**src/verilog/shutdown_pkg.sv**
```systemverilog
/*
 * constants for the fault detect and shutdown block: register offsets,
 * field positions, reset values and channel numbers.
 * assumes a 32-bit ahb-lite bus with word-aligned registers.
 */
// Notes on behaviour
// - act only with channel and global enable
// - enabled fault latches its bit, sets flag
// - enabled pin driven 1, 0 or released
// - pin with enable clear passes normal function
// - hold override until source gone, flag cleared
// - fault reaches pins within one clock
// - second comparator interrupt feeds channel two
// - edge mode three flags both edges
// - fixed source for each of eight channels
// - writing force bit makes a fault
// - direction picks drive, value picks level
// - irq enable gates flag onto interrupt
package shutdown_pkg;
	// --------------------------------------------------------------
	// register byte offsets
	// --------------------------------------------------------------
	localparam logic [7:0] ctrl_status_off = 8'h00;
	localparam logic [7:0] input_enable_off = 8'h04;
	localparam logic [7:0] input_latch_off = 8'h08;
	localparam logic [7:0] pin_enable_off = 8'h0c;
	localparam logic [7:0] pin_direction_off = 8'h10;
	localparam logic [7:0] pin_value_off = 8'h14;
	localparam logic [7:0] comparator_ctrl_off = 8'h18;
	localparam logic [7:0] irq_status_off = 8'h1c;
	localparam logic [7:0] irq_clear_off = 8'h20;
	localparam logic [7:0] irq_enable_off = 8'h24;
	// --------------------------------------------------------------
	// control and status fields
	// --------------------------------------------------------------
	localparam int flag_bit = 0;
	localparam int irq_en_bit = 1;
	localparam int unit_en_bit = 2;
	localparam int force_bit = 3;
	// comparator control fields
	localparam int cmp_mode_lsb = 0;
	localparam int cmp_irq_en_bit = 2;
	localparam int cmp_flag_bit = 3;
	localparam logic [1:0] cmp_mode_both = 2'h3;
	localparam logic [1:0] cmp_mode_rise = 2'h1;
	// interrupt status bits
	localparam int ev_fault_bit = 0;
	localparam int ev_cmp_bit = 1;
	localparam int ev_release_bit = 2;
	localparam int num_events = 3;
	// --------------------------------------------------------------
	// channels and reset values
	// --------------------------------------------------------------
	localparam int num_channels = 8;
	localparam int cmp1_channel = 2;
	localparam logic [7:0] byte_reset = 8'h00;
endpackage
```
**src/verilog/fault_shutdown.sv**
```systemverilog
/*
 * fault detect and shutdown: eight fault channels, eight controlled
 * pins, a comparator edge flag for channel two and an ahb-lite slave.
 * assumes all fault inputs are synchronous to hclk and one-cycle
 * reads with zero wait states are acceptable to the master.
 */
module fault_shutdown (
	// clock and reset
	input wire logic hclk,
	input wire logic hresetn,
	// ahb-lite slave
	input wire logic hsel,
	input wire logic [31:0] haddr,
	input wire logic [1:0] htrans,
	input wire logic hwrite,
	input wire logic [2:0] hsize,
	input wire logic [31:0] hwdata,
	input wire logic hready,
	output logic hreadyout,
	output logic hresp,
	output logic [31:0] hrdata,
	// fault sources
	input wire logic kbi_irq,
	input wire logic cmp0_irq,
	input wire logic cmp1_out,
	input wire logic mtim0_irq,
	input wire logic mtim1_irq,
	input wire logic pwt_ready,
	input wire logic fault_pin,
	input wire logic debug_active,
	// controlled pins
	input wire logic [7:0] normal_out,
	input wire logic [7:0] normal_oe,
	output logic [7:0] pin_out,
	output logic [7:0] pin_oe,
	// interrupt
	output logic irq
);
	// --------------------------------------------------------------
	// bus slave
	// --------------------------------------------------------------
	logic wr_q; // data phase of a write
	logic [7:0] addr_q; // registered byte offset
	wire take = hsel & hready & htrans[1]; // valid address phase
	always_ff @(posedge hclk or negedge hresetn) begin
		if (!hresetn) begin
			wr_q <= 1'b0;
			addr_q <= 8'h00;
		end else if (hready) begin
			wr_q <= take & hwrite;
			addr_q <= take ? haddr[7:0] : 8'h00;
		end
	end
	// zero wait states, always okay
	assign hreadyout = 1'b1;
	assign hresp = 1'b0;
	// write strobes per register
	wire wr_ctrl = wr_q & (addr_q == shutdown_pkg::ctrl_status_off);
	wire wr_ine = wr_q & (addr_q == shutdown_pkg::input_enable_off);
	wire wr_inl = wr_q & (addr_q == shutdown_pkg::input_latch_off);
	wire wr_pce = wr_q & (addr_q == shutdown_pkg::pin_enable_off);
	wire wr_pcd = wr_q & (addr_q == shutdown_pkg::pin_direction_off);
	wire wr_pcv = wr_q & (addr_q == shutdown_pkg::pin_value_off);
	wire wr_cmp = wr_q & (addr_q == shutdown_pkg::comparator_ctrl_off);
	wire wr_iclr = wr_q & (addr_q == shutdown_pkg::irq_clear_off);
	wire wr_ien = wr_q & (addr_q == shutdown_pkg::irq_enable_off);
	// --------------------------------------------------------------
	// configuration registers
	// --------------------------------------------------------------
	logic [7:0] fault_input_enable_reg; // per-channel enables
	logic [7:0] pin_override_enable_reg; // per-pin takeover
	logic [7:0] pin_override_direction_reg; // 1 drive, 0 release
	logic [7:0] pin_override_value_reg; // driven level
	logic fault_irq_enable; // flag to interrupt
	logic shutdown_unit_enable; // global enable
	logic [1:0] comparator_irq_edge_mode; // edge select
	logic cmp_irq_enable; // comparator interrupt enable
	logic [shutdown_pkg::num_events-1:0] irq_enable_q; // event mask
	always_ff @(posedge hclk or negedge hresetn) begin
		if (!hresetn) begin
			fault_input_enable_reg <= shutdown_pkg::byte_reset;
			pin_override_enable_reg <= shutdown_pkg::byte_reset;
			pin_override_direction_reg <= shutdown_pkg::byte_reset;
			pin_override_value_reg <= shutdown_pkg::byte_reset;
			fault_irq_enable <= 1'b0;
			shutdown_unit_enable <= 1'b0;
			comparator_irq_edge_mode <= 2'h0;
			cmp_irq_enable <= 1'b0;
			irq_enable_q <= '0;
		end else begin
			if (wr_ine) fault_input_enable_reg <= hwdata[7:0];
			if (wr_pce) pin_override_enable_reg <= hwdata[7:0];
			if (wr_pcd) pin_override_direction_reg <= hwdata[7:0];
			if (wr_pcv) pin_override_value_reg <= hwdata[7:0];
			if (wr_ctrl) begin
				fault_irq_enable <= hwdata[shutdown_pkg::irq_en_bit];
				shutdown_unit_enable <= hwdata[shutdown_pkg::unit_en_bit];
			end
			if (wr_cmp) begin
				comparator_irq_edge_mode <= hwdata[shutdown_pkg::cmp_mode_lsb +: 2];
				cmp_irq_enable <= hwdata[shutdown_pkg::cmp_irq_en_bit];
			end
			if (wr_ien) irq_enable_q <= hwdata[shutdown_pkg::num_events-1:0];
		end
	end
	// --------------------------------------------------------------
	// second comparator interrupt
	// --------------------------------------------------------------
	logic cmp_prev_q; // comparator output one cycle ago
	logic comparator_irq_flag; // sticky edge flag
	wire cmp_rise = cmp1_out & ~cmp_prev_q;
	wire cmp_fall = ~cmp1_out & cmp_prev_q;
	wire cmp_edge = (comparator_irq_edge_mode == shutdown_pkg::cmp_mode_both) ?
		(cmp_rise | cmp_fall) :
		((comparator_irq_edge_mode == shutdown_pkg::cmp_mode_rise) ? cmp_rise : cmp_fall);
	// write 1 to the flag bit clears it; a new edge wins
	wire cmp_flag_clr = wr_cmp & hwdata[shutdown_pkg::cmp_flag_bit];
	always_ff @(posedge hclk or negedge hresetn) begin
		if (!hresetn) begin
			cmp_prev_q <= 1'b0;
			comparator_irq_flag <= 1'b0;
		end else begin
			cmp_prev_q <= cmp1_out;
			comparator_irq_flag <= cmp_edge | (comparator_irq_flag & ~cmp_flag_clr);
		end
	end
	// no fault unless software enables it
	wire cmp1_irq = comparator_irq_flag & cmp_irq_enable;
	// --------------------------------------------------------------
	// fault channels
	// --------------------------------------------------------------
	logic [7:0] fault_in_channel; // raw sources by channel
	assign fault_in_channel = {debug_active, fault_pin, pwt_ready, mtim1_irq,
		mtim0_irq, cmp1_irq, cmp0_irq, kbi_irq};
	wire fault_in_channel_two = fault_in_channel[shutdown_pkg::cmp1_channel];
	wire [7:0] chan_active = fault_in_channel & fault_input_enable_reg &
		{8{shutdown_unit_enable}};
	wire any_active = |chan_active;
	wire force_wr = wr_ctrl & hwdata[shutdown_pkg::force_bit];
	// --------------------------------------------------------------
	// flag and latch
	// --------------------------------------------------------------
	logic [7:0] fault_input_latch_reg; // sticky per-channel record
	logic fault_flag; // sticky global flag
	// flag clears on a write of 0, latch bits on a write of 1
	wire flag_clr = wr_ctrl & ~hwdata[shutdown_pkg::flag_bit];
	wire [7:0] latch_clr = wr_inl ? hwdata[7:0] : 8'h00;
	wire flag_set = any_active | force_wr;
	always_ff @(posedge hclk or negedge hresetn) begin
		if (!hresetn) begin
			fault_input_latch_reg <= shutdown_pkg::byte_reset;
			fault_flag <= 1'b0;
		end else begin
			fault_input_latch_reg <= chan_active | (fault_input_latch_reg & ~latch_clr);
			fault_flag <= flag_set | (fault_flag & ~flag_clr);
		end
	end
	// --------------------------------------------------------------
	// pin override
	// --------------------------------------------------------------
	// same-cycle path from source
	// held while flag set or source live
	wire override = shutdown_unit_enable & (any_active | fault_flag | force_wr);
	genvar gi;
	generate
		for (gi = 0; gi < shutdown_pkg::num_channels; gi++) begin : g_pin
			pin_override_cell u_cell (
				.normal_out(normal_out[gi]),
				.normal_oe(normal_oe[gi]),
				.override(override),
				.pin_enable(pin_override_enable_reg[gi]),
				.pin_direction(pin_override_direction_reg[gi]),
				.pin_value(pin_override_value_reg[gi]),
				.pin_out(pin_out[gi]),
				.pin_oe(pin_oe[gi])
			);
		end
	endgenerate
	// --------------------------------------------------------------
	// interrupts
	// --------------------------------------------------------------
	logic override_q; // override one cycle ago
	logic [shutdown_pkg::num_events-1:0] irq_status_q; // sticky events
	wire [shutdown_pkg::num_events-1:0] ev_set = {override_q & ~override,
		cmp_edge, flag_set};
	wire [shutdown_pkg::num_events-1:0] ev_clr = wr_iclr ?
		hwdata[shutdown_pkg::num_events-1:0] : '0;
	always_ff @(posedge hclk or negedge hresetn) begin
		if (!hresetn) begin
			override_q <= 1'b0;
			irq_status_q <= '0;
		end else begin
			override_q <= override;
			irq_status_q <= ev_set | (irq_status_q & ~ev_clr);
		end
	end
	assign irq = (fault_flag & fault_irq_enable) | (|(irq_status_q & irq_enable_q));
	// --------------------------------------------------------------
	// read mux
	// --------------------------------------------------------------
	wire [31:0] ctrl_word = {28'h0, 1'b0, shutdown_unit_enable, fault_irq_enable,
		fault_flag};
	wire [31:0] cmp_word = {28'h0, comparator_irq_flag, cmp_irq_enable,
		comparator_irq_edge_mode};
	always_comb begin
		unique case (addr_q)
			shutdown_pkg::ctrl_status_off: hrdata = ctrl_word;
			shutdown_pkg::input_enable_off: hrdata = {24'h0, fault_input_enable_reg};
			shutdown_pkg::input_latch_off: hrdata = {24'h0, fault_input_latch_reg};
			shutdown_pkg::pin_enable_off: hrdata = {24'h0, pin_override_enable_reg};
			shutdown_pkg::pin_direction_off: hrdata = {24'h0, pin_override_direction_reg};
			shutdown_pkg::pin_value_off: hrdata = {24'h0, pin_override_value_reg};
			shutdown_pkg::comparator_ctrl_off: hrdata = cmp_word;
			shutdown_pkg::irq_status_off: hrdata = {29'h0, irq_status_q};
			shutdown_pkg::irq_enable_off: hrdata = {29'h0, irq_enable_q};
			// unmapped and write-only offsets read zero
			default: hrdata = 32'h0;
		endcase
	end
endmodule

```
**src/verilog/pin_override_cell.sv**
```systemverilog
/*
 * one controlled pin: passes the normal function or forces the pin.
 * assumes override is already qualified by the unit enable.
 */
module pin_override_cell (
	// normal function from the timer or port
	input wire logic normal_out,
	input wire logic normal_oe,
	// override controls
	input wire logic override,
	input wire logic pin_enable,
	input wire logic pin_direction,
	input wire logic pin_value,
	// pin side
	output logic pin_out,
	output logic pin_oe
);
	// this pin is taken over by the shutdown logic
	wire forced = override & pin_enable;
	assign pin_oe = forced ? pin_direction : normal_oe;
	assign pin_out = forced ? (pin_direction & pin_value) : normal_out;
endmodule

```
**config.mk**
```make
export PLATFORM = sky130hd
export DESIGN_NAME = fault_shutdown
export DESIGN_NICKNAME = d
export VERILOG_FILES = /design/src/verilog/shutdown_pkg.sv /design/src/verilog/fault_shutdown.sv /design/src/verilog/pin_override_cell.sv
export SDC_FILE = /design/constraint.sdc
export NUM_CORES = 1
export LEC_CHECK = 0
export ABC_AREA = 1
export BUFFER_PORTS_ARGS = -buffer_cell sky130_fd_sc_hd__buf_2
export CORE_MARGIN = 5
export CORE_UTILIZATION = 52
export DETAILED_ROUTE_END_ITERATION = 8
export PLACE_DENSITY = 0.9
export SLEW_MARGIN = 20
export SYNTH_ARGS = -nofsm -noshare
export SYNTH_HDL_FRONTEND = slang
export SYNTH_HIERARCHICAL = 1
export SYNTH_SLANG_ARGS = --single-unit
```
**constraint.sdc**
```tcl
create_clock -name hclk -period 4.55 [get_ports hclk]
set_clock_uncertainty 0.05 [all_clocks]
set_input_delay 0.6825 -clock hclk [delete_from_list [all_inputs] [get_ports hclk]]
set_output_delay 0.6825 -clock hclk [all_outputs]
set_load 0.01 [all_outputs]
```
==> out/results.tsv <==
metric	value	unit
worstPathMaxFanout	17	
coreArea	0.00676	sq mm
rr_startpoint	addr_q[2]	
clockPowerShare	25.4	%
grt_max_degree	65	
syn_avg_cell_area	7.77	sq um
insertion_delay	0.34	ns
timing.setup.tns	0	ns
dieArea	0.00868	sq mm
synth_warnings	6	
cp.buffers_inverters	2	
rows	30	
gp_congestion	0.952	
crit_chain	nor2_1 > nand2_1 > nor2_2 > nand3_1 > nand3_1 > nand2_1 > inv_1 > nand2_1 > o21ai_1 > buf_2	
grt_pass1_vias	3153	
powerDensity	418	mW/mm^2
leakage	2.24	nW
ctsHoldBuffers	0	
portBuffers	70	
min_period_over_period	75.1	%
final_area	0.00406	sq mm
final_antenna_net_count	0	
cts_resized	0	
synth_area	0.00360	sq mm
arrival	2.69	ns
ir_drop	256	uV
cp.required	3.82	ns
synth.distinct_cells	29	
grt_pass1_wl	14300	microns
internal_power	1.07	mW
crit_path_max_incr_delay	0.48	ns
io_pins	149	
antenna_found_initial	0	
route.detailed.drc	0	
synth-seq-cells	64	
start_util	53.3	%
cts.clk_slew.worst_paths	0.07	ns
overflow	0	
synth-seq-area-share	44.5	%
hp-class	reg -> reg	
routed_wl	8740	microns
vias_per_cell	5.23	
power.total	1.70	mW
setup_viol	0	
fillerInstances	592	
worstHoldStart	override_q	
num_vias	3240	
drtIter0Drc	238	
nets	636	
wire_per_inst	14.1	microns
postPlaceCellArea	0.00389	sq mm
path_common_cell	nand2_1	
clockBufferDepth	2	
die_h	93.2	microns
dp_hpwl	6590	microns
htreeDepth	3	
area_growth	12.9	%
critPathTopFamily	simple AND/OR/NAND/NOR gates	
period_minus_slack	3.42	ns
worst_path_max_delay_cell	dfrtp_1	
sw_frac_of_total	36.7	%
die_w	93.2	microns
syn_inst	463	
cts_root_buf	clkbuf_8	
hold_viol_final	0	
crit_start	addr_q[2]	
multi_input_area	0.00166	sq mm
num_antenna_cells	0	
clock_sinks	64	
slew_headroom	48.2	%
drive_gt1_share	22.6	%
fmax	0.292	GHz
outcome	complete, no violations	
power_frac_comb	31.3	%
max_cap_viol_count	0	
grt_usage	20.8	%
utilization	60.1	%
cts_tree	built	
cts_buffers	9	
critPathKind	reg -> out	
register_area	0.00160	sq mm
final_max_slew_viol_count	0	
start_kind	flip-flop	
seqPwrFrac	43.3	%
first_pass_iters	6	
rsz0062_at_grt	false	
timing_worst_slew_pin_value	0.777	ns
p_switching	0.622	mW
cts_setup_buffers	0	
worstSetupEndpointType	primary output	
-- layout by cell type (no fill, tap or decap), types with 2 or more instances in the layout --
cell,n
ha_1,2
a21oi_1,4
conb_1,26
nand2_4,4
nand3b_1,5
clkbuf_8,11
nor2_2,3
buf_2,70
clkinv_2,2
nand2_1,164
o21ai_1,28
nand4_1,2
nor2_1,18
nand2_2,4
dfrtp_1,64
nor2_4,5
o22ai_1,9
inv_1,42
o21ai_0,24
nand3_1,27
o21ai_2,15
inv_2,2
-- routing by layer --
layer  track usage (%)  vias up  part of all wire, %
li1                  -     1585                    -
met1              25.9     1480                   41
met2              34.9      149                   48
met3              4.26       26                  8.2
met4              9.40        0                  2.7
met5                 0        -                    0
-- power by group through the flow --
stage / logic, mW / clock network (mW) / registers (mW)
floorplan: 0.382 / 0 / 0.707
global placement: 0.513 / 0 / 0.736
detailed placement: 0.532 / 0 / 0.741
CTS: 0.535 / 0.437 / 0.731
global route: 0.607 / 0.460 / 0.747
finish: 0.531 / 0.431 / 0.734
-- logic make-up after synthesis --
group / after synthesis / synth area share, %
other cells: 2 / 0.209
simple gates: 237 / 29.7
compound gates: 80 / 13.0
flops: 64 / 44.5
fa+ha+maj: 2 / 0.695
buf+inv: 78 / 11.9
-- through the flow --
step | hold WS (ns) | setup WS [ns] | instances
6_report | 0.407 | 1.13 | 620
5_1_grt | 0.419 | 0.864 | 620
4_1_cts | 0.409 | 1.14 | 620
3_5_place_dp | 0.393 | 1.53 | 605
3_3_place_gp | 0.379 | 1.59 | 605
2_1_floorplan | 0.337 | 2.05 | 487
-- path summary, 6_finish.rpt --
kind | endpoint | slack (ns) | cells after the start
max | pin_out[6] | 1.13 | 10
min | irq_status_q[2] | 0.41 | 2
max reg2reg | override_q | 2.48 | 7
min reg2reg | irq_status_q[2] | 0.41 | 2
max in group asynchronous | pin_override_direction_reg[4] | 3.49 | 2
min in group asynchronous | addr_q[1] | 0.46 | 2
-- synth_stat cells --
master / count / area share, %
buf_6: 4 / 1.3
ha_1: 2 / 0.70
nand3_4: 1 / 0.49
nand2_4: 4 / 1.3
nand3b_1: 5 / 1.0
buf_2: 1 / 0.14
o21ai_1: 28 / 3.9
o21ai_2: 15 / 3.7
nand2_1: 164 / 17
nor2_4: 5 / 1.6
buf_4: 27 / 5.6
nand3_2: 1 / 0.28
o21ai_0: 24 / 3.3
o22ai_1: 9 / 1.6
nand2_2: 4 / 0.70
nor3_1: 1 / 0.14
dfrtp_1: 64 / 45
conb_1: 2 / 0.21
a21oi_1: 4 / 0.56
nor2_2: 3 / 0.52
nand3_1: 27 / 3.8
nor3_4: 1 / 0.45
nor2_1: 18 / 1.9
inv_4: 1 / 0.17
and2_1: 1 / 0.17
clkbuf_1: 1 / 0.10
inv_2: 2 / 0.21
inv_1: 42 / 4.4
nand4_1: 2 / 0.35
-- tightest hold or removal path, delay by kind of cell (launching register included) --
family           cells  cell delay (ns)
AND/OR/NAND/NOR      2             0.10
flip-flops           1             0.32
-- area by class of cell --
type	count	area share (%)
clock inverter	3	0.431
clock buffer	12	3.82
sequential	64	39.4
timing repair buffer	71	8.81
tap	80	2.46
inverter	45	4.22
multi-input combinational	345	40.8
(Power assumes the default switching activity.)
